### src/inc/pcu_pkg.sv
// Package for the position capture unit: register map, fields, types
package pcu_pkg;
  localparam int POS_W = 32;
  localparam int REG_W = 16;
  localparam int ADDR_W = 10;
  // Register offsets (not all multiples of four: index kept, byte addr = 4 x index)
  localparam logic [ADDR_W-1:0] IDX_INDEX_POS = 10'h068;
  localparam logic [ADDR_W-1:0] IDX_CONTROL = 10'h06C;
  localparam logic [ADDR_W-1:0] IDX_STATUS = 10'h06D;
  localparam logic [ADDR_W-1:0] IDX_HOME_POS = 10'h10A;
  localparam logic [ADDR_W-1:0] IDX_HS_POS = 10'h111;
  localparam logic [ADDR_W-1:0] IDX_IRQ_STATUS = 10'h200;
  localparam logic [ADDR_W-1:0] IDX_IRQ_MASK = 10'h201;
  localparam logic [ADDR_W-1:0] IDX_POSITION = 10'h202;
  localparam logic [ADDR_W-1:0] IDX_PHASE_SAVED = 10'h203;
  localparam logic [ADDR_W+1:0] ADDR_LOW_ZERO = 12'h000;
  localparam logic [1:0] LOW_ZERO = 2'h0;
  // Control bits
  localparam int C_IDX_RISE = 0;
  localparam int C_IDX_FALL = 1;
  localparam int C_IDX_KEEP = 2;
  localparam int C_HOME_FALL = 5;
  localparam int C_HOME_KEEP = 6;
  localparam int C_HS_EN = 8;
  localparam int C_HS_KEEP = 9;
  localparam int C_HS_LATCH = 10;
  localparam int C_IDX_CLR_POS = 12;
  localparam int C_PHASE_RST = 13;
  localparam logic [REG_W-1:0] CONTROL_MASK = 16'h3767;
  localparam logic [REG_W-1:0] CONTROL_RESET = 16'h0000;
  // Status bits
  localparam int S_IDX_NEW = 0;
  localparam int S_IDX_OVR = 3;
  localparam int S_HOME_NEW = 4;
  localparam int S_HOME_OVR = 7;
  localparam int S_HS_NEW = 8;
  localparam int S_HS_OVR = 11;
  // Interrupt events
  localparam int IRQ_W = 3;
  localparam int E_IDX = 0;
  localparam int E_HOME = 1;
  localparam int E_HS = 2;
  typedef struct packed {
    logic [ADDR_W+1:0] addr;
    logic [REG_W-1:0] wdata;
    logic wr;
    logic rd;
  } pcu_bus_t;
  typedef struct packed {
    logic hit;
    logic ovr;
  } pcu_cap_ev_t;
endpackage

### src/core/pcu_cap_slot.sv
// One capture slot: holds a position, new-data and overrun flags
`timescale 1ns/1ns
module pcu_cap_slot
  import pcu_pkg::*;
#(
  parameter int W = POS_W
) (
  input wire logic i_sys_clk, // Clock
  input wire logic i_rst_n, // Async reset, active low
  input wire logic i_event, // Capture event pulse
  input wire logic i_keep, // Do not overwrite until read
  input wire logic [W-1:0] i_pos, // Position to capture
  input wire logic i_read, // Software read of the held value
  output logic [W-1:0] o_pos, // Held position
  output logic o_new, // Capture flag
  output logic o_ovr // Overrun flag
);
  logic [W-1:0] next_pos;
  logic next_new;
  logic next_ovr;
  always_comb begin
    next_pos = o_pos;
    next_new = o_new;
    next_ovr = o_ovr;
    if (i_read) begin
      next_new = 1'b0;
      next_ovr = 1'b0;
    end
    // Event beats a same-cycle read
    if (i_event) begin
      if (o_new && !i_read) begin
        next_ovr = 1'b1;
        if (!i_keep) begin
          next_pos = i_pos;
        end
      end else begin
        next_pos = i_pos;
      end
      next_new = 1'b1;
    end
  end
  always_ff @(posedge i_sys_clk or negedge i_rst_n) begin
    if (!i_rst_n) begin
      o_pos <= '0;
      o_new <= 1'b0;
      o_ovr <= 1'b0;
    end else begin
      o_pos <= next_pos;
      o_new <= next_new;
      o_ovr <= next_ovr;
    end
  end
endmodule

### src/core/pcu_sync.sv
// Two flip-flop synchroniser for asynchronous inputs
`timescale 1ns/1ns
module pcu_sync #(
  parameter int W = 1
) (
  input wire logic i_sys_clk, // Clock
  input wire logic i_rst_n, // Async reset, active low
  input wire logic [W-1:0] i_d, // Async input
  output logic [W-1:0] o_q // Synchronised output
);
  logic [W-1:0] meta;
  logic [W-1:0] next_meta;
  logic [W-1:0] next_q;
  always_comb begin
    next_meta = i_d;
    next_q = meta;
  end
  always_ff @(posedge i_sys_clk or negedge i_rst_n) begin
    if (!i_rst_n) begin
      meta <= '0;
      o_q <= '0;
    end else begin
      meta <= next_meta;
      o_q <= next_q;
    end
  end
endmodule

### src/core/pcu_top.sv
// Position capture unit: index, home and high-speed capture with register port
//
// The plain strobed port was chosen for this implementation.
`timescale 1ns/1ns
module pcu_top
  import pcu_pkg::*;
#(
  parameter int PHASE_W = 16
) (
  input wire logic i_sys_clk, // Clock, 100 MHz
  input wire logic i_rst_n, // Async reset, active low
  input wire logic [ADDR_W+1:0] i_addr, // Byte address
  input wire logic [REG_W-1:0] i_wdata, // Write data
  input wire logic i_wr, // Write strobe
  input wire logic i_rd, // Read strobe
  output logic [POS_W-1:0] o_rdata, // Read data, cycle after strobe
  input wire logic i_index, // Encoder index pin
  input wire logic i_home, // Home switch pin, high is active
  input wire logic i_hs_in, // High-speed capture pin
  input wire logic i_pos_step, // Position count enable
  input wire logic i_pos_dir, // Count direction, 1 down
  input wire logic [PHASE_W-1:0] i_phase, // Present phase angle
  input wire logic i_phase_mode0, // Phase mode 0 or incremental encoder
  output logic [POS_W-1:0] o_position, // Actual position counter
  output logic o_phase_load, // Pulse: restore phase angle
  output logic [PHASE_W-1:0] o_phase_value, // Phase angle to restore
  output logic o_irq // Interrupt, active high level
);
  pcu_bus_t bus;
  logic [2:0] pins_s;
  logic [2:0] pins_d;
  logic [2:0] next_pins_d;
  logic [REG_W-1:0] control;
  logic [REG_W-1:0] next_control;
  logic [POS_W-1:0] next_position;
  logic [POS_W-1:0] next_rdata;
  logic [IRQ_W-1:0] irq_status;
  logic [IRQ_W-1:0] next_irq_status;
  logic [IRQ_W-1:0] irq_mask;
  logic [IRQ_W-1:0] next_irq_mask;
  logic next_irq;
  logic phase_saved_ok;
  logic next_phase_saved_ok;
  logic phase_en_d;
  logic next_phase_en_d;
  logic next_phase_load;
  logic [PHASE_W-1:0] next_phase_value;
  logic idx_ev;
  logic home_ev;
  logic hs_ev;
  logic rd_idx;
  logic rd_home;
  logic rd_hs;
  logic [POS_W-1:0] idx_pos;
  logic [POS_W-1:0] home_pos;
  logic [POS_W-1:0] hs_pos;
  logic [2:0] cap_new;
  logic [2:0] cap_ovr;
  logic hs_keep;
  logic [REG_W-1:0] status_word;
  logic [IRQ_W-1:0] irq_events;

  // Address match on a word index, low byte bits zero
  function automatic logic hit(input logic [ADDR_W+1:0] a, input logic [ADDR_W-1:0] idx);
    hit = (a == {idx, LOW_ZERO});
  endfunction

  // Edge decode of one synchronised pin against its delayed copy
  function automatic logic rise_of(input logic cur, input logic prev);
    rise_of = cur && !prev;
  endfunction

  function automatic logic fall_of(input logic cur, input logic prev);
    fall_of = !cur && prev;
  endfunction

  assign bus = '{addr: i_addr, wdata: i_wdata, wr: i_wr, rd: i_rd};

  pcu_sync #(
    .W(3)
  ) u_sync (
    .i_sys_clk(i_sys_clk),
    .i_rst_n(i_rst_n),
    .i_d({i_hs_in, i_home, i_index}),
    .o_q(pins_s)
  );

  // Edge selection on synchronised pins
  always_comb begin
    next_pins_d = pins_s;
    idx_ev = (control[C_IDX_RISE] && rise_of(pins_s[E_IDX], pins_d[E_IDX])) ||
             (control[C_IDX_FALL] && fall_of(pins_s[E_IDX], pins_d[E_IDX]));
    home_ev = control[C_HOME_FALL] ? fall_of(pins_s[E_HOME], pins_d[E_HOME])
                                   : rise_of(pins_s[E_HOME], pins_d[E_HOME]);
    hs_ev = control[C_HS_EN] && rise_of(pins_s[E_HS], pins_d[E_HS]);
  end

  assign rd_idx = bus.rd && hit(bus.addr, IDX_INDEX_POS);
  assign rd_home = bus.rd && hit(bus.addr, IDX_HOME_POS);
  assign rd_hs = bus.rd && hit(bus.addr, IDX_HS_POS);
  // Either don't-overwrite or latch holds the first capture
  assign hs_keep = control[C_HS_KEEP] || control[C_HS_LATCH];

  pcu_cap_slot u_idx (
    .i_sys_clk(i_sys_clk),
    .i_rst_n(i_rst_n),
    .i_event(idx_ev),
    .i_keep(control[C_IDX_KEEP]),
    .i_pos(o_position),
    .i_read(rd_idx),
    .o_pos(idx_pos),
    .o_new(cap_new[E_IDX]),
    .o_ovr(cap_ovr[E_IDX])
  );

  pcu_cap_slot u_home (
    .i_sys_clk(i_sys_clk),
    .i_rst_n(i_rst_n),
    .i_event(home_ev),
    .i_keep(control[C_HOME_KEEP]),
    .i_pos(o_position),
    .i_read(rd_home),
    .o_pos(home_pos),
    .o_new(cap_new[E_HOME]),
    .o_ovr(cap_ovr[E_HOME])
  );

  pcu_cap_slot u_hs (
    .i_sys_clk(i_sys_clk),
    .i_rst_n(i_rst_n),
    .i_event(hs_ev),
    .i_keep(hs_keep),
    .i_pos(o_position),
    .i_read(rd_hs),
    .o_pos(hs_pos),
    .o_new(cap_new[E_HS]),
    .o_ovr(cap_ovr[E_HS])
  );

  always_comb begin
    status_word = '0;
    status_word[S_IDX_NEW] = cap_new[E_IDX];
    status_word[S_IDX_OVR] = cap_ovr[E_IDX];
    status_word[S_HOME_NEW] = cap_new[E_HOME];
    status_word[S_HOME_OVR] = cap_ovr[E_HOME];
    status_word[S_HS_NEW] = cap_new[E_HS];
    status_word[S_HS_OVR] = cap_ovr[E_HS];
  end

  // Control register, reserved bits read back as zero
  always_comb begin
    next_control = control;
    if (bus.wr && hit(bus.addr, IDX_CONTROL)) begin
      next_control = bus.wdata & CONTROL_MASK;
    end
  end

  // Position counter: index clear or a step overrides a load in the same cycle
  always_comb begin
    next_position = o_position;
    if (bus.wr && hit(bus.addr, IDX_POSITION)) begin
      next_position = {{(POS_W-REG_W){1'b0}}, bus.wdata};
    end
    if (idx_ev && control[C_IDX_CLR_POS]) begin
      next_position = '0;
    end else if (i_pos_step) begin
      next_position = i_pos_dir ? o_position - 1'b1 : o_position + 1'b1;
    end
  end

  // Phase save and restore, armed one cycle after the enable bit is set
  always_comb begin
    next_phase_en_d = control[C_PHASE_RST];
    next_phase_saved_ok = phase_saved_ok;
    next_phase_value = o_phase_value;
    next_phase_load = 1'b0;
    if (!control[C_PHASE_RST] || !phase_en_d) begin
      next_phase_saved_ok = 1'b0;
    end
    if (control[C_PHASE_RST] && phase_en_d && idx_ev) begin
      if (!phase_saved_ok) begin
        next_phase_value = i_phase;
        next_phase_saved_ok = 1'b1;
      end else begin
        next_phase_load = i_phase_mode0;
      end
    end
  end

  // Interrupt status: set wins over write-one-to-clear
  always_comb begin
    irq_events = '0;
    irq_events[E_IDX] = idx_ev;
    irq_events[E_HOME] = home_ev;
    irq_events[E_HS] = hs_ev;
    next_irq_status = irq_status;
    next_irq_mask = irq_mask;
    if (bus.wr && hit(bus.addr, IDX_IRQ_STATUS)) begin
      next_irq_status = irq_status & ~bus.wdata[IRQ_W-1:0];
    end
    if (bus.wr && hit(bus.addr, IDX_IRQ_MASK)) begin
      next_irq_mask = bus.wdata[IRQ_W-1:0];
    end
    next_irq_status = next_irq_status | irq_events;
    next_irq = |(next_irq_status & next_irq_mask);
  end

  // Read mux, data valid the cycle after the strobe
  always_comb begin
    next_rdata = '0;
    if (bus.rd) begin
      case (bus.addr)
        {IDX_INDEX_POS, LOW_ZERO}: next_rdata = idx_pos;
        {IDX_HOME_POS, LOW_ZERO}: next_rdata = home_pos;
        {IDX_HS_POS, LOW_ZERO}: next_rdata = hs_pos;
        {IDX_CONTROL, LOW_ZERO}: next_rdata = {{(POS_W-REG_W){1'b0}}, control};
        {IDX_STATUS, LOW_ZERO}: next_rdata = {{(POS_W-REG_W){1'b0}}, status_word};
        {IDX_IRQ_STATUS, LOW_ZERO}: next_rdata = {{(POS_W-IRQ_W){1'b0}}, irq_status};
        {IDX_IRQ_MASK, LOW_ZERO}: next_rdata = {{(POS_W-IRQ_W){1'b0}}, irq_mask};
        {IDX_POSITION, LOW_ZERO}: next_rdata = o_position;
        {IDX_PHASE_SAVED, LOW_ZERO}: next_rdata = {{(POS_W-PHASE_W){1'b0}}, o_phase_value};
        default: next_rdata = '0;
      endcase
    end
  end

  // Delayed pin copies for edge detection
  always_ff @(posedge i_sys_clk or negedge i_rst_n) begin
    if (!i_rst_n) begin
      pins_d <= '0;
    end else begin
      pins_d <= next_pins_d;
    end
  end

  always_ff @(posedge i_sys_clk or negedge i_rst_n) begin
    if (!i_rst_n) begin
      control <= CONTROL_RESET;
    end else begin
      control <= next_control;
    end
  end

  always_ff @(posedge i_sys_clk or negedge i_rst_n) begin
    if (!i_rst_n) begin
      o_position <= '0;
    end else begin
      o_position <= next_position;
    end
  end

  always_ff @(posedge i_sys_clk or negedge i_rst_n) begin
    if (!i_rst_n) begin
      phase_saved_ok <= 1'b0;
      phase_en_d <= 1'b0;
      o_phase_load <= 1'b0;
      o_phase_value <= '0;
    end else begin
      phase_saved_ok <= next_phase_saved_ok;
      phase_en_d <= next_phase_en_d;
      o_phase_load <= next_phase_load;
      o_phase_value <= next_phase_value;
    end
  end

  always_ff @(posedge i_sys_clk or negedge i_rst_n) begin
    if (!i_rst_n) begin
      irq_status <= '0;
      irq_mask <= '0;
      o_irq <= 1'b0;
    end else begin
      irq_status <= next_irq_status;
      irq_mask <= next_irq_mask;
      o_irq <= next_irq;
    end
  end

  always_ff @(posedge i_sys_clk or negedge i_rst_n) begin
    if (!i_rst_n) begin
      o_rdata <= '0;
    end else begin
      o_rdata <= next_rdata;
    end
  end
endmodule

### config.mk
export PLATFORM = sky130hd
export DESIGN_NAME = pcu_top
export DESIGN_NICKNAME = d
export VERILOG_FILES = /design/src/inc/pcu_pkg.sv /design/src/core/pcu_cap_slot.sv /design/src/core/pcu_sync.sv /design/src/core/pcu_top.sv
export SDC_FILE = /design/constraint.sdc
export NUM_CORES = 1
export LEC_CHECK = 0
export BUFFER_PORTS_ARGS = -buffer_cell sky130_fd_sc_hd__buf_2
export CORE_UTILIZATION = 25
export CTS_BUF_LIST = sky130_fd_sc_hd__clkbuf_4 sky130_fd_sc_hd__clkbuf_8 sky130_fd_sc_hd__clkbuf_16
export DETAILED_ROUTE_END_ITERATION = 8
export PLACE_DENSITY = 0.44
export SLEW_MARGIN = 25
export SYNTH_ARGS = -nofsm -noshare
export SYNTH_HDL_FRONTEND = slang
export SYNTH_HIERARCHICAL = 1
export SYNTH_SLANG_ARGS = --single-unit
### constraint.sdc
create_clock -name i_sys_clk -period 8.39 [get_ports i_sys_clk]
set_input_delay 2.517 -clock i_sys_clk [delete_from_list [all_inputs] [get_ports i_sys_clk]]
set_output_delay 2.517 -clock i_sys_clk [all_outputs]
set_load 0.02 [all_outputs]
# Word level (Yosys, flattened, before mapping)
# Cells that the tools add are included.
# totals
regBits	211
out_inout_bits	82
input_bits	54
elab_cells	119
# classes
mux	35
add_sub_neg	2
eq_ne	12
n_reduce_logical	43
n_bitwise	5
# op_table
operator	count
2-to-1 mux 32 bit	11
one-hot mux 32 bit (9 select lines)	1
== test 12 bit, second input constant	4
== test 12 x 9 -> 1 bit, second input constant	3
adder 32 x 1 -> 32 bit, second input constant	1
subtractor 32 x 1 -> 32 bit, second input constant	1
== test 12 x 11 -> 1 bit, second input constant	2
logical AND 1 bit	21
2-to-1 mux 1 bit	21
zero test 1 bit	10
AND reduction 2 bit	4
bitwise AND 3 bit	2
2-to-1 mux 3 bit	2
!= test 2 bit, second input constant	3
nonzero test 2 bit	3
logical OR 1 bit	3
NOT 3 bit	1
bitwise OR 3 bit	1
nonzero test 3 bit	1
OR reduction 3 bit	1
NOT 1 bit	1

# Longest topological paths before layout
# Gate-level depths: netlist of run 1.
# logic_depth
ltp_word	7
ltp_mapped	10
ltp_nobuf	9

# Cells and area by module
# Netlist of run 1, hierarchy kept.
# modules_own_cells
mod	n_inst	cells_each	area_each_um2	seq_area_each_um2
pcu_top	1	692	6488.7	2577.5
pcu_cap_slot	3	189	2005.7	850.8
pcu_sync	1	6	150.1	150.1

# Least setup slack after synthesis of run 1
# No wires, ideal clock.
# synth_timing
path_type	input to register
startpoint	in i_pos_dir
endpoint	reg o_position[30]
setup_time_ps	122
path_slack_ps	3565
t_required_ps	8268
path_stages	9
t_arrival_ps	4703
cell_sequence	fa_1 -> a21o_1 -> a221o_2 -> a221oi_2 -> o21ai_2 -> a211oi_2 -> o21a_1 -> o31ai_1 -> a32o_1
# synth_via
elab_chain_cells	3
# synth_lines
element	line	source
from (decl)	pcu_top.sv:21	input wire logic i_pos_dir,
2-to-1 mux 32 bit	pcu_top.sv:167	next_position = i_pos_dir ? o_position - 1'b1 : o_position + 1'b1;
2-to-1 mux 32 bit	pcu_top.sv:166	end else if (i_pos_step) begin
2-to-1 mux 32 bit	pcu_top.sv:164	if (idx_ev && control[C_IDX_CLR_POS]) begin
to (signal assigned)	pcu_top.sv:248	o_position <= next_position;
to (decl)	pcu_top.sv:24	output logic [POS_W-1:0] o_position,
# Every way passes these cells.
# A chain may end at the register's enable or synchronous reset.

# Worst setup path in the final report of run 1
# Ends and elaborated chain as after synthesis.

==> results.ini, run 1 <==
[status]
status = completed

[worst_setup_path]
r2r-start = o_position[0]
crit_family = compound AO/OA/AOI/OAI gates
cp-startpoint = i_pos_dir
reg2reg_depth = 9
cp-endpoint = o_position[30]
path_cells = buf_2 > ha_1 > a21o_1 > a221o_2 > a221oi_2 > o21ai_2 > a211oi_2 > o21a_1 > o31ai_1 > a32o_1
r2r_slack_ns = 5.21
path_depth = 10
startpoint_type = input pin
end_kind = register
crit_type = input pin to register
cpPeakStageDelay_ns = 0.58
crit_slowest_cell = buf_2
path_buf_inv = 1
worstPathArrival_ns = 5.51
worst-path-max-fanout = 35
cp.required_ns = 8.82
r2r-end = o_position[30]

[finish]
drive_gt1_share_pct = 26.6
fin_nets = 1435
final_area_um2 = 14800
diodes = 0
area_delta_synth_final_pct = 16.8
fillers = 5309
final_util_pct = 29.5

[yosys]
synth_top_area_cell = dfrtp_1
async_reset_ff_share_pct = 100
yosys.area_share.simple_pct = 22.7
synth_top_area_share_pct = 41.7
synthCells = 1265
syn_area_um2 = 12700
synth_compound_area_share_pct = 21.7
yosysUniqueCellTypes = 65
ys_seq_area_share_pct = 41.7
synthXorXnorAreaFrac_pct = 1.66
synth_warnings = 6
synth_seq_cells = 211
synth_edf_count = 0
syn_area_per_cell_um2 = 10.0
synth_nets = 1350
synthFlopType = dfrtp_1
synthTopCellsByArea = dfrtp_1, o211ai_2, nand4b_1, nand2_1, nand2b_1
synth_top_family_by_area = simple AND/OR/NAND/NOR gates
muxShareOfSynthArea_pct = 4.14
synthAdderAreaFrac_pct = 3.12

[floorplan]
rows = 82
dieWidth_um = 227
die_area_um2 = 51500
core_area_um2 = 50100
die_h_um = 227
start_util_pct = 25.3
boundaryPins = 136

[drt]
drc = 0
routed_wl_um = 44400
drt_pass1_iterations = 6
viasPerCell = 5.16
vias = 10500
drt_iter0_drc = 969
drtAntennaViolNets = 0
wire_per_inst_um = 21.8

[power]
power.density_nw_per_um2 = 266
power_leakage_nw = 5.93
ir_worst_vdd_mv = 0.143

[job]
drv_cap = 0

[grt]
antenna_found_initial = 0
grt_pass1_wl_um = 66900
grt_start_max_net_pins = 85
grt_pass1_vias = 10400
grt_overflow = 0
grt_use_total_pct = 17.2

[clocking]
hold_buffers = 0
cts_tree = yes
clk_latency_ns = 0.57
post-cts-setup-buffers = 0
clk_pin_slew_ns = 0.06
post_cts_resized = 0
cts_max_path_buffers = 3
cts-root-buf = clkbuf_16
htreeDepth = 1
cts.sinks = 211
cts_buffers = 26

[timing]
max_freq_ghz = 0.197
hold_slack_ns = 0.349
worst_pin_slew_ns = 0.922
finalWorstPathRequiredPeriod_ns = 5.08
setup_tns_ns = 0
fin_crit_sh_pct = 60.5
hold_viol = 0
skew_ns = 0.0344
drv_slew = 0
finalSetupViolations = 0
grt_setup_unrepaired = no
slew_headroom_pct = 38.5

[placement]
port_buffers = 135
dp_hpwl_um = 28500
dpl_cell_area_um2 = 13900
place_congestion = 0.789

[worst_hold_path]
hold_class = register to register

-- through the flow --
step	std cells	total power, mW	setup WS (ns)
2_1_floorplan	1265	2.23	3.57
3_3_place_gp	1994	2.74	2.80
3_5_place_dp	1994	2.75	2.76
4_1_cts	2041	3.98	3.32
5_1_grt	2041	4.17	3.13
6_report	2041	3.94	3.31
-- Yosys cell counts, types with 3 or more instances --
cell type / instances
buf_2: 12
and2_1: 8
nor4_1: 3
a31oi_1: 14
a22oi_1: 44
and3_1: 8
a21oi_1: 68
o211ai_2: 90
buf_8: 9
a211oi_1: 14
nor2b_1: 5
o21a_1: 5
nand4b_1: 98
nand2b_1: 101
xnor2_1: 21
inv_1: 11
o21ai_0: 25
o21bai_1: 5
o31ai_1: 6
nand3_1: 16
nand3b_1: 3
or3_1: 5
buf_6: 8
and3b_1: 4
a222oi_1: 14
ha_1: 30
mux2_2: 43
clkbuf_1: 68
dfrtp_1: 211
mux2i_1: 4
nor3b_1: 4
nor2_1: 40
nand4_1: 3
o211ai_1: 8
o211a_1: 3
nand2_1: 184
nor3_1: 16
xor2_1: 3
a21o_1: 18
-- report_power, final --
group	switching [mW]	leakage [nW]	total (mW)	internal, mW
Clock	0.474	0.455	1.21	0.737
Sequential	0.295	2.46	1.46	1.17
Combinational	0.758	3.02	1.27	0.508
-- worst min path at each step --
stage / from / slack [ns] / depth (start not counted) / to
2_1_floorplan: u_sync/meta[0] / 0.33 / 0 / u_sync/o_q[0]
3_3_place_gp: u_sync/meta[0] / 0.34 / 0 / u_sync/o_q[0]
3_5_place_dp: u_sync/meta[0] / 0.34 / 0 / u_sync/o_q[0]
4_1_cts: u_sync/meta[2] / 0.35 / 0 / u_sync/o_q[2]
5_1_grt: u_sync/meta[0] / 0.37 / 0 / u_sync/o_q[0]
6_report: u_sync/meta[0] / 0.35 / 0 / u_sync/o_q[0]
-- area by class of cell --
| class | count | area [µm²] | share of cell area, % |
|---|---|---|---|
| clock buffer | 37 | 777 | 5.26 |
| clock inverter | 10 | 145 | 0.982 |
| inverter | 11 | 41.3 | 0.279 |
| multi-input combinational | 941 | 6830 | 46.2 |
| sequential | 211 | 5280 | 35.7 |
| tap | 672 | 841 | 5.69 |
| timing repair buffer | 159 | 870 | 5.88 |
-- registers in the layout, indices dropped and copies added, names as in the netlist, 3 cells and up --
register,flops
u_sync/o_q,3
u_hs/o_pos,32
pins_d,3
u_sync/meta,3
irq_mask,3
o_rdata,32
o_position,32
u_idx/o_pos,32
o_phase_value,16
control,10
irq_status,3
u_home/o_pos,32
-- metal layers --
| metal | GRT usage, % | vias up | part of all wire, % |
|---|---|---|---|
| met5 | 0 | - | 0 |
| met4 | 4.09 | 0 | 1.9 |
| met3 | 2.79 | 57 | 4.9 |
| met2 | 26.8 | 260 | 46 |
| met1 | 24.6 | 5361 | 47 |
| li1 | - | 4847 | - |
-- layout by cell type, fill, tap and decap left out, types with 11 or more instances in the layout --
cell type	n
xnor2_1	21
nand2b_1	101
a21o_1	18
nand2_1	184
o21ai_0	24
nor2_1	39
a22oi_1	44
ha_1	30
a31oi_1	14
clkbuf_16	26
nor3_1	13
a211oi_1	14
mux2_2	43
inv_1	11
buf_2	134
a21oi_1	68
nand3_1	16
buf_4	23
o211ai_2	90
nand4b_1	98
a222oi_1	14
dfrtp_1	210
-- kinds of logic (layout without fill, tap and decap cells) --
group,Yosys count,count (layout)
mux,47,47
compound gates,329,329
simple gates,510,510
xor+xnor,24,24
buf+inv,113,217
fa+ha+maj,31,31
flops,211,211
-- worst reg2reg max path: cells and delay by family, from the launching register on --
family          cells  cell delay, ns
compound gates      8            1.99
flops               1            0.56
fa+ha+maj           1            0.51
Power figures use the tool's default switching activity.
==> inputs of run 2 (changes only) <==
- ABC_AREA: default -> 1
- clock period: 8.39 -> 4.7 ns (I/O delays scaled with it)
==> results.ini, run 2 <==
[grt]
grt_overflow = 0
grt_start_max_net_pins = 100
grt_use_total_pct = 17.5
antenna_found_initial = 0
grt_pass1_vias = 11000
grt_pass1_wl_um = 64800

[status]
violations = design-rule violations
status = complete, but fails checks

[yosys]
synth_nets = 1752
synth_top_area_cell = dfrtp_1
syn_area_um2 = 11900
ys_seq_area_share_pct = 44.2
yosysUniqueCellTypes = 39
synth_top_area_share_pct = 44.2
synthFlopType = dfrtp_1
netlist_top_cells_count = nand2_1, dfrtp_1, nand3_1
synth_seq_cells = 211
syn_area_per_cell_um2 = 7.16
synthTopCellsByArea = dfrtp_1, nand2_1, nand3_1, inv_1, nor2_1
async_reset_ff_share_pct = 100
synthCells = 1667
synth_edf_count = 0
yosysMostFrequentCell = nand2_1
synth_warnings = 6

[drt]
routed_wl_um = 41700
drtAntennaViolNets = 0
drc = 11
drt_pass1_iterations = 7
drt_iter0_drc = 771
vias = 11000
viasPerCell = 4.56
wire_per_inst_um = 17.2

[power]
finalPower_mw = 6.47
pwr-share-seq_pct = 38.8
p_int_mw = 4.04
p_sw_mw = 2.43
ir_worst_vdd_mv = 0.182
power.density_nw_per_um2 = 458
p_comb_share_pct = 27.4
sw_frac_of_total_pct = 37.6
power_leakage_nw = 7.70
pwr-share-clk_pct = 33.8

[finish]
diodes = 0
layout_commonest_cell = nand2_1
final_util_pct = 30.1
fin_cells = 2417
area_delta_synth_final_pct = 18.2
fin_nets = 1875
drive_gt1_share_pct = 14.3
final_cell_mix = nand2_1, dfrtp_1, nand3_1, inv_1, buf_2

[worst_setup_path]
startpoint_type = input pin
cp.required_ns = 5.13
worstPathArrival_ns = 3.64
end_kind = register
worst-path-max-fanout = 32
r2r_slack_ns = 2.18
crit_type = input pin to register

[clocking]
post_cts_resized = 0
htreeDepth = 1
cts-root-buf = clkbuf_16
cts_max_path_buffers = 3
cts_buffers = 26
clk_latency_ns = 0.55
clk_pin_slew_ns = 0.06
cts.sinks = 211
post-cts-setup-buffers = 0
hold_buffers = 0
cts_tree = yes

[timing]
hold_viol = 0
grt_setup_unrepaired = no
slew_headroom_pct = 42.7
skew_ns = 0.0192
finalSetupViolations = 0
finalWorstPathRequiredPeriod_ns = 3.22
fin_crit_sh_pct = 68.4
setup_tns_ns = 0
drv_slew = 0
hold_slack_ns = 0.349
worst_pin_slew_ns = 0.860
max_freq_ghz = 0.311

[worst_hold_path]
hold_class = register to register

[floorplan]
rows = 79
start_util_pct = 25.5
die_area_um2 = 48600
dieWidth_um = 221
die_h_um = 221
core_area_um2 = 46900
boundaryPins = 136

[placement]
post-place-cells = 2369
place_congestion = 0.820
dp_hpwl_um = 29200
port_buffers = 135

[job]
drv_cap = 0

## run 2: cells by family (layout without fill, tap and decap cells)
group | count (synthesis) | count (layout) | share of synthesized area [%]
muxes | 16 | 16 | 1.51
buffers and inverters | 246 | 389 | 9.02
xor gates and xnor gates | 7 | 7 | 0.513
DFF | 211 | 211 | 44.2
AOI/OAI and AO/OA | 84 | 84 | 3.77
adders and majority gates | 31 | 31 | 3.31
and+or+nand+nor | 1072 | 1072 | 37.7
## run 2: final timing paths
check / start / to / depth (start not counted)
setup / recovery: i_pos_dir / o_position[29] / 11
max in group asynchronous: i_rst_n / u_idx/o_pos[19] / 2
setup reg to reg: u_sync/o_q[0] / o_phase_value[13] / 8
min in group asynchronous: i_rst_n / pins_d[0] / 1
hold / removal: u_sync/meta[0] / u_sync/o_q[0] / 0
hold reg to reg: u_sync/meta[0] / u_sync/o_q[0] / 0
## run 2: critical path, stage by stage
cell and delay [ns]:
buf_2 0.62, ha_1 0.44, or2_2 0.34, nand3_1 0.09
nand2_1 0.09, nand2_1 0.11, nand2_1 0.13, nand2_1 0.12
nand3_1 0.08, nand3_1 0.10, nand2_1 0.06
## run 2: cell type report
class | count | area (µm²)
inverter | 187 | 704
tap | 607 | 759
sequential | 211 | 5280
timing repair buffer | 154 | 841
multi-input combinational | 1210 | 5590
clock inverter | 13 | 189
clock buffer | 35 | 749
fill | 5198 | 32700
## run 2: per-stage QoR
step                instance area, µm²  setup slack, ns
global route                     14100             1.26
detailed placement               13200            0.915
floorplan                        11900             1.87
global placement                 13200            0.928
CTS                              14100             1.49
finish                           14100             1.48
## run 2: layer usage
metal / global-route usage (%) / routed length [µm] / up-vias / part of all wire [%]
li1: - / - / 5464 / -
met1: 23.6 / 19200 / 5264 / 46
met2: 29.4 / 19600 / 231 / 47
met3: 2.05 / 1800 / 59 / 4.3
met4: 4.86 / 1010 / 0 / 2.4
met5: 0 / 0 / - / 0
## run 2: power groups by stage
stage | clock network, mW | logic, mW | registers, mW
after floorplan | 0 | 1.16 | 2.46
after global placement | 0 | 1.77 | 2.54
after detailed placement | 0 | 1.79 | 2.54
after CTS | 2.24 | 1.79 | 2.51
after global routing | 2.31 | 2.06 | 2.55
final | 2.18 | 1.77 | 2.51
==> inputs of run 3 (changes only) <==
- clock period: 4.7 -> 3.2 ns (I/O delays scaled with it)
==> results.ini, run 3 (synthesis results as in run 2) <==
[worst_setup_path]
startpoint_type = register
reg2reg_depth = 8
end_kind = register
worst-path-max-fanout = 36
cp-endpoint = o_phase_value[13]
cp-startpoint = u_sync/o_q[0]
r2r_slack_ns = 0.62
r2r-start = u_sync/o_q[0]
cp.required_ns = 3.62
r2r-end = o_phase_value[13]
worstPathArrival_ns = 3.00
crit_type = register to register

[clocking]
cts-root-buf = clkbuf_16
cts_buffers = 26
cts_max_path_buffers = 3
cts_tree = yes
cts.sinks = 211
post-cts-setup-buffers = 0
clk_pin_slew_ns = 0.06
clk_latency_ns = 0.56
post_cts_resized = 0
htreeDepth = 1
hold_buffers = 0

[grt]
grt_pass1_vias = 11000
grt_overflow = 0
grt_use_total_pct = 17.4
antenna_found_initial = 0
grt_pass1_wl_um = 64600
grt_start_max_net_pins = 63

[floorplan]
boundaryPins = 136
die_h_um = 221
core_area_um2 = 46900
start_util_pct = 25.5
dieWidth_um = 221
die_area_um2 = 48600
rows = 79

[status]
violations = design-rule violations
status = complete, but fails checks

[worst_hold_path]
hold_class = register to register

[timing]
skew_ns = 0.0269
finalSetupViolations = 0
fin_crit_sh_pct = 80.5
hold_slack_ns = 0.344
grt_setup_unrepaired = no
finalWorstPathRequiredPeriod_ns = 2.58
setup_tns_ns = 0
worst_pin_slew_ns = 0.887
drv_slew = 0
hold_viol = 0
worst_slack_ns = 0.624
slew_headroom_pct = 40.8
max_freq_ghz = 0.388

[drt]
drt_pass1_iterations = 7
vias = 11100
drc = 22
wire_per_inst_um = 16.9
viasPerCell = 4.51
drtAntennaViolNets = 0
drt_iter0_drc = 687
routed_wl_um = 41500

[finish]
fin_nets = 1912
layout_commonest_cell = nand2_1
fillers = 5180
drive_gt1_share_pct = 15.9
final_cell_mix = nand2_1, dfrtp_1, nand3_1, inv_1, buf_2
area_delta_synth_final_pct = 20.2

[placement]
dp_hpwl_um = 30400
port_buffers = 135
place_ws_ns = 0.164
place_congestion = 0.832

[power]
power.density_nw_per_um2 = 655
ir_worst_vdd_mv = 0.307
finalPower_mw = 9.41
power_leakage_nw = 7.86

[job]
drv_cap = 0

[run 3: cell type report]
cell class | instances | area (µm²) | share of cell area [%]
diodes | 1 | 2.50 | 0.0174
well taps | 607 | 759 | 5.29
clock inverters | 6 | 72.6 | 0.505
clock buffers | 40 | 800 | 5.57
repair buffers | 191 | 1140 | 7.97
inverters | 187 | 704 | 4.91
flip-flops and latches | 211 | 5280 | 36.8
multi-input cells | 1210 | 5590 | 39.0
[run 3: worst min path at each step]
| stage | from | to | slack, ns | depth (start not counted) |
|---|---|---|---|---|
| 2_1_floorplan | u_sync/meta[0] | u_sync/o_q[0] | 0.33 | 0 |
| 3_3_place_gp | u_sync/meta[0] | u_sync/o_q[0] | 0.34 | 0 |
| 3_5_place_dp | u_sync/meta[2] | u_sync/o_q[2] | 0.34 | 0 |
| 4_1_cts | u_sync/meta[2] | u_sync/o_q[2] | 0.35 | 0 |
| 5_1_grt | u_sync/meta[2] | u_sync/o_q[2] | 0.35 | 0 |
| 6_report | u_sync/meta[0] | u_sync/o_q[0] | 0.34 | 0 |
[run 3: where the power goes]
part,internal [mW],switching [mW]
clock network,1.80,1.20
logic,0.983,1.92
registers,3.06,0.445
total,5.84,3.57
[run 3: per-layer routing]
layer	share of wire, %	track usage (%)	up-vias
li1	-	-	5534
met1	46	23.2	5259
met2	47	29.6	214
met3	4.4	2.30	48
met4	1.9	4.22	0
met5	0	0	-
[run 3: stage by stage]
| step | instance area [µm²] | cells | utilization [%] |
|---|---|---|---|
| after floorplan | 11900 | 1667 | - |
| after global placement | 13500 | 2406 | 28.8 |
| after detailed placement | 13500 | 2406 | 28.8 |
| after CTS | 14400 | 2452 | 30.6 |
| after global routing | 14400 | 2452 | 30.6 |
| final | 14400 | 2453 | 30.6 |
[run 3: worst max-delay path, stage by stage (launching register included)]
cell     delay (ns)
dfrtp_1        0.39
inv_1          0.06
nand2_1        0.05
nand2_1        0.05
nand2_1        0.10
inv_1          0.09
buf_4          0.40
nand4_2        0.73
mux2_2         0.54
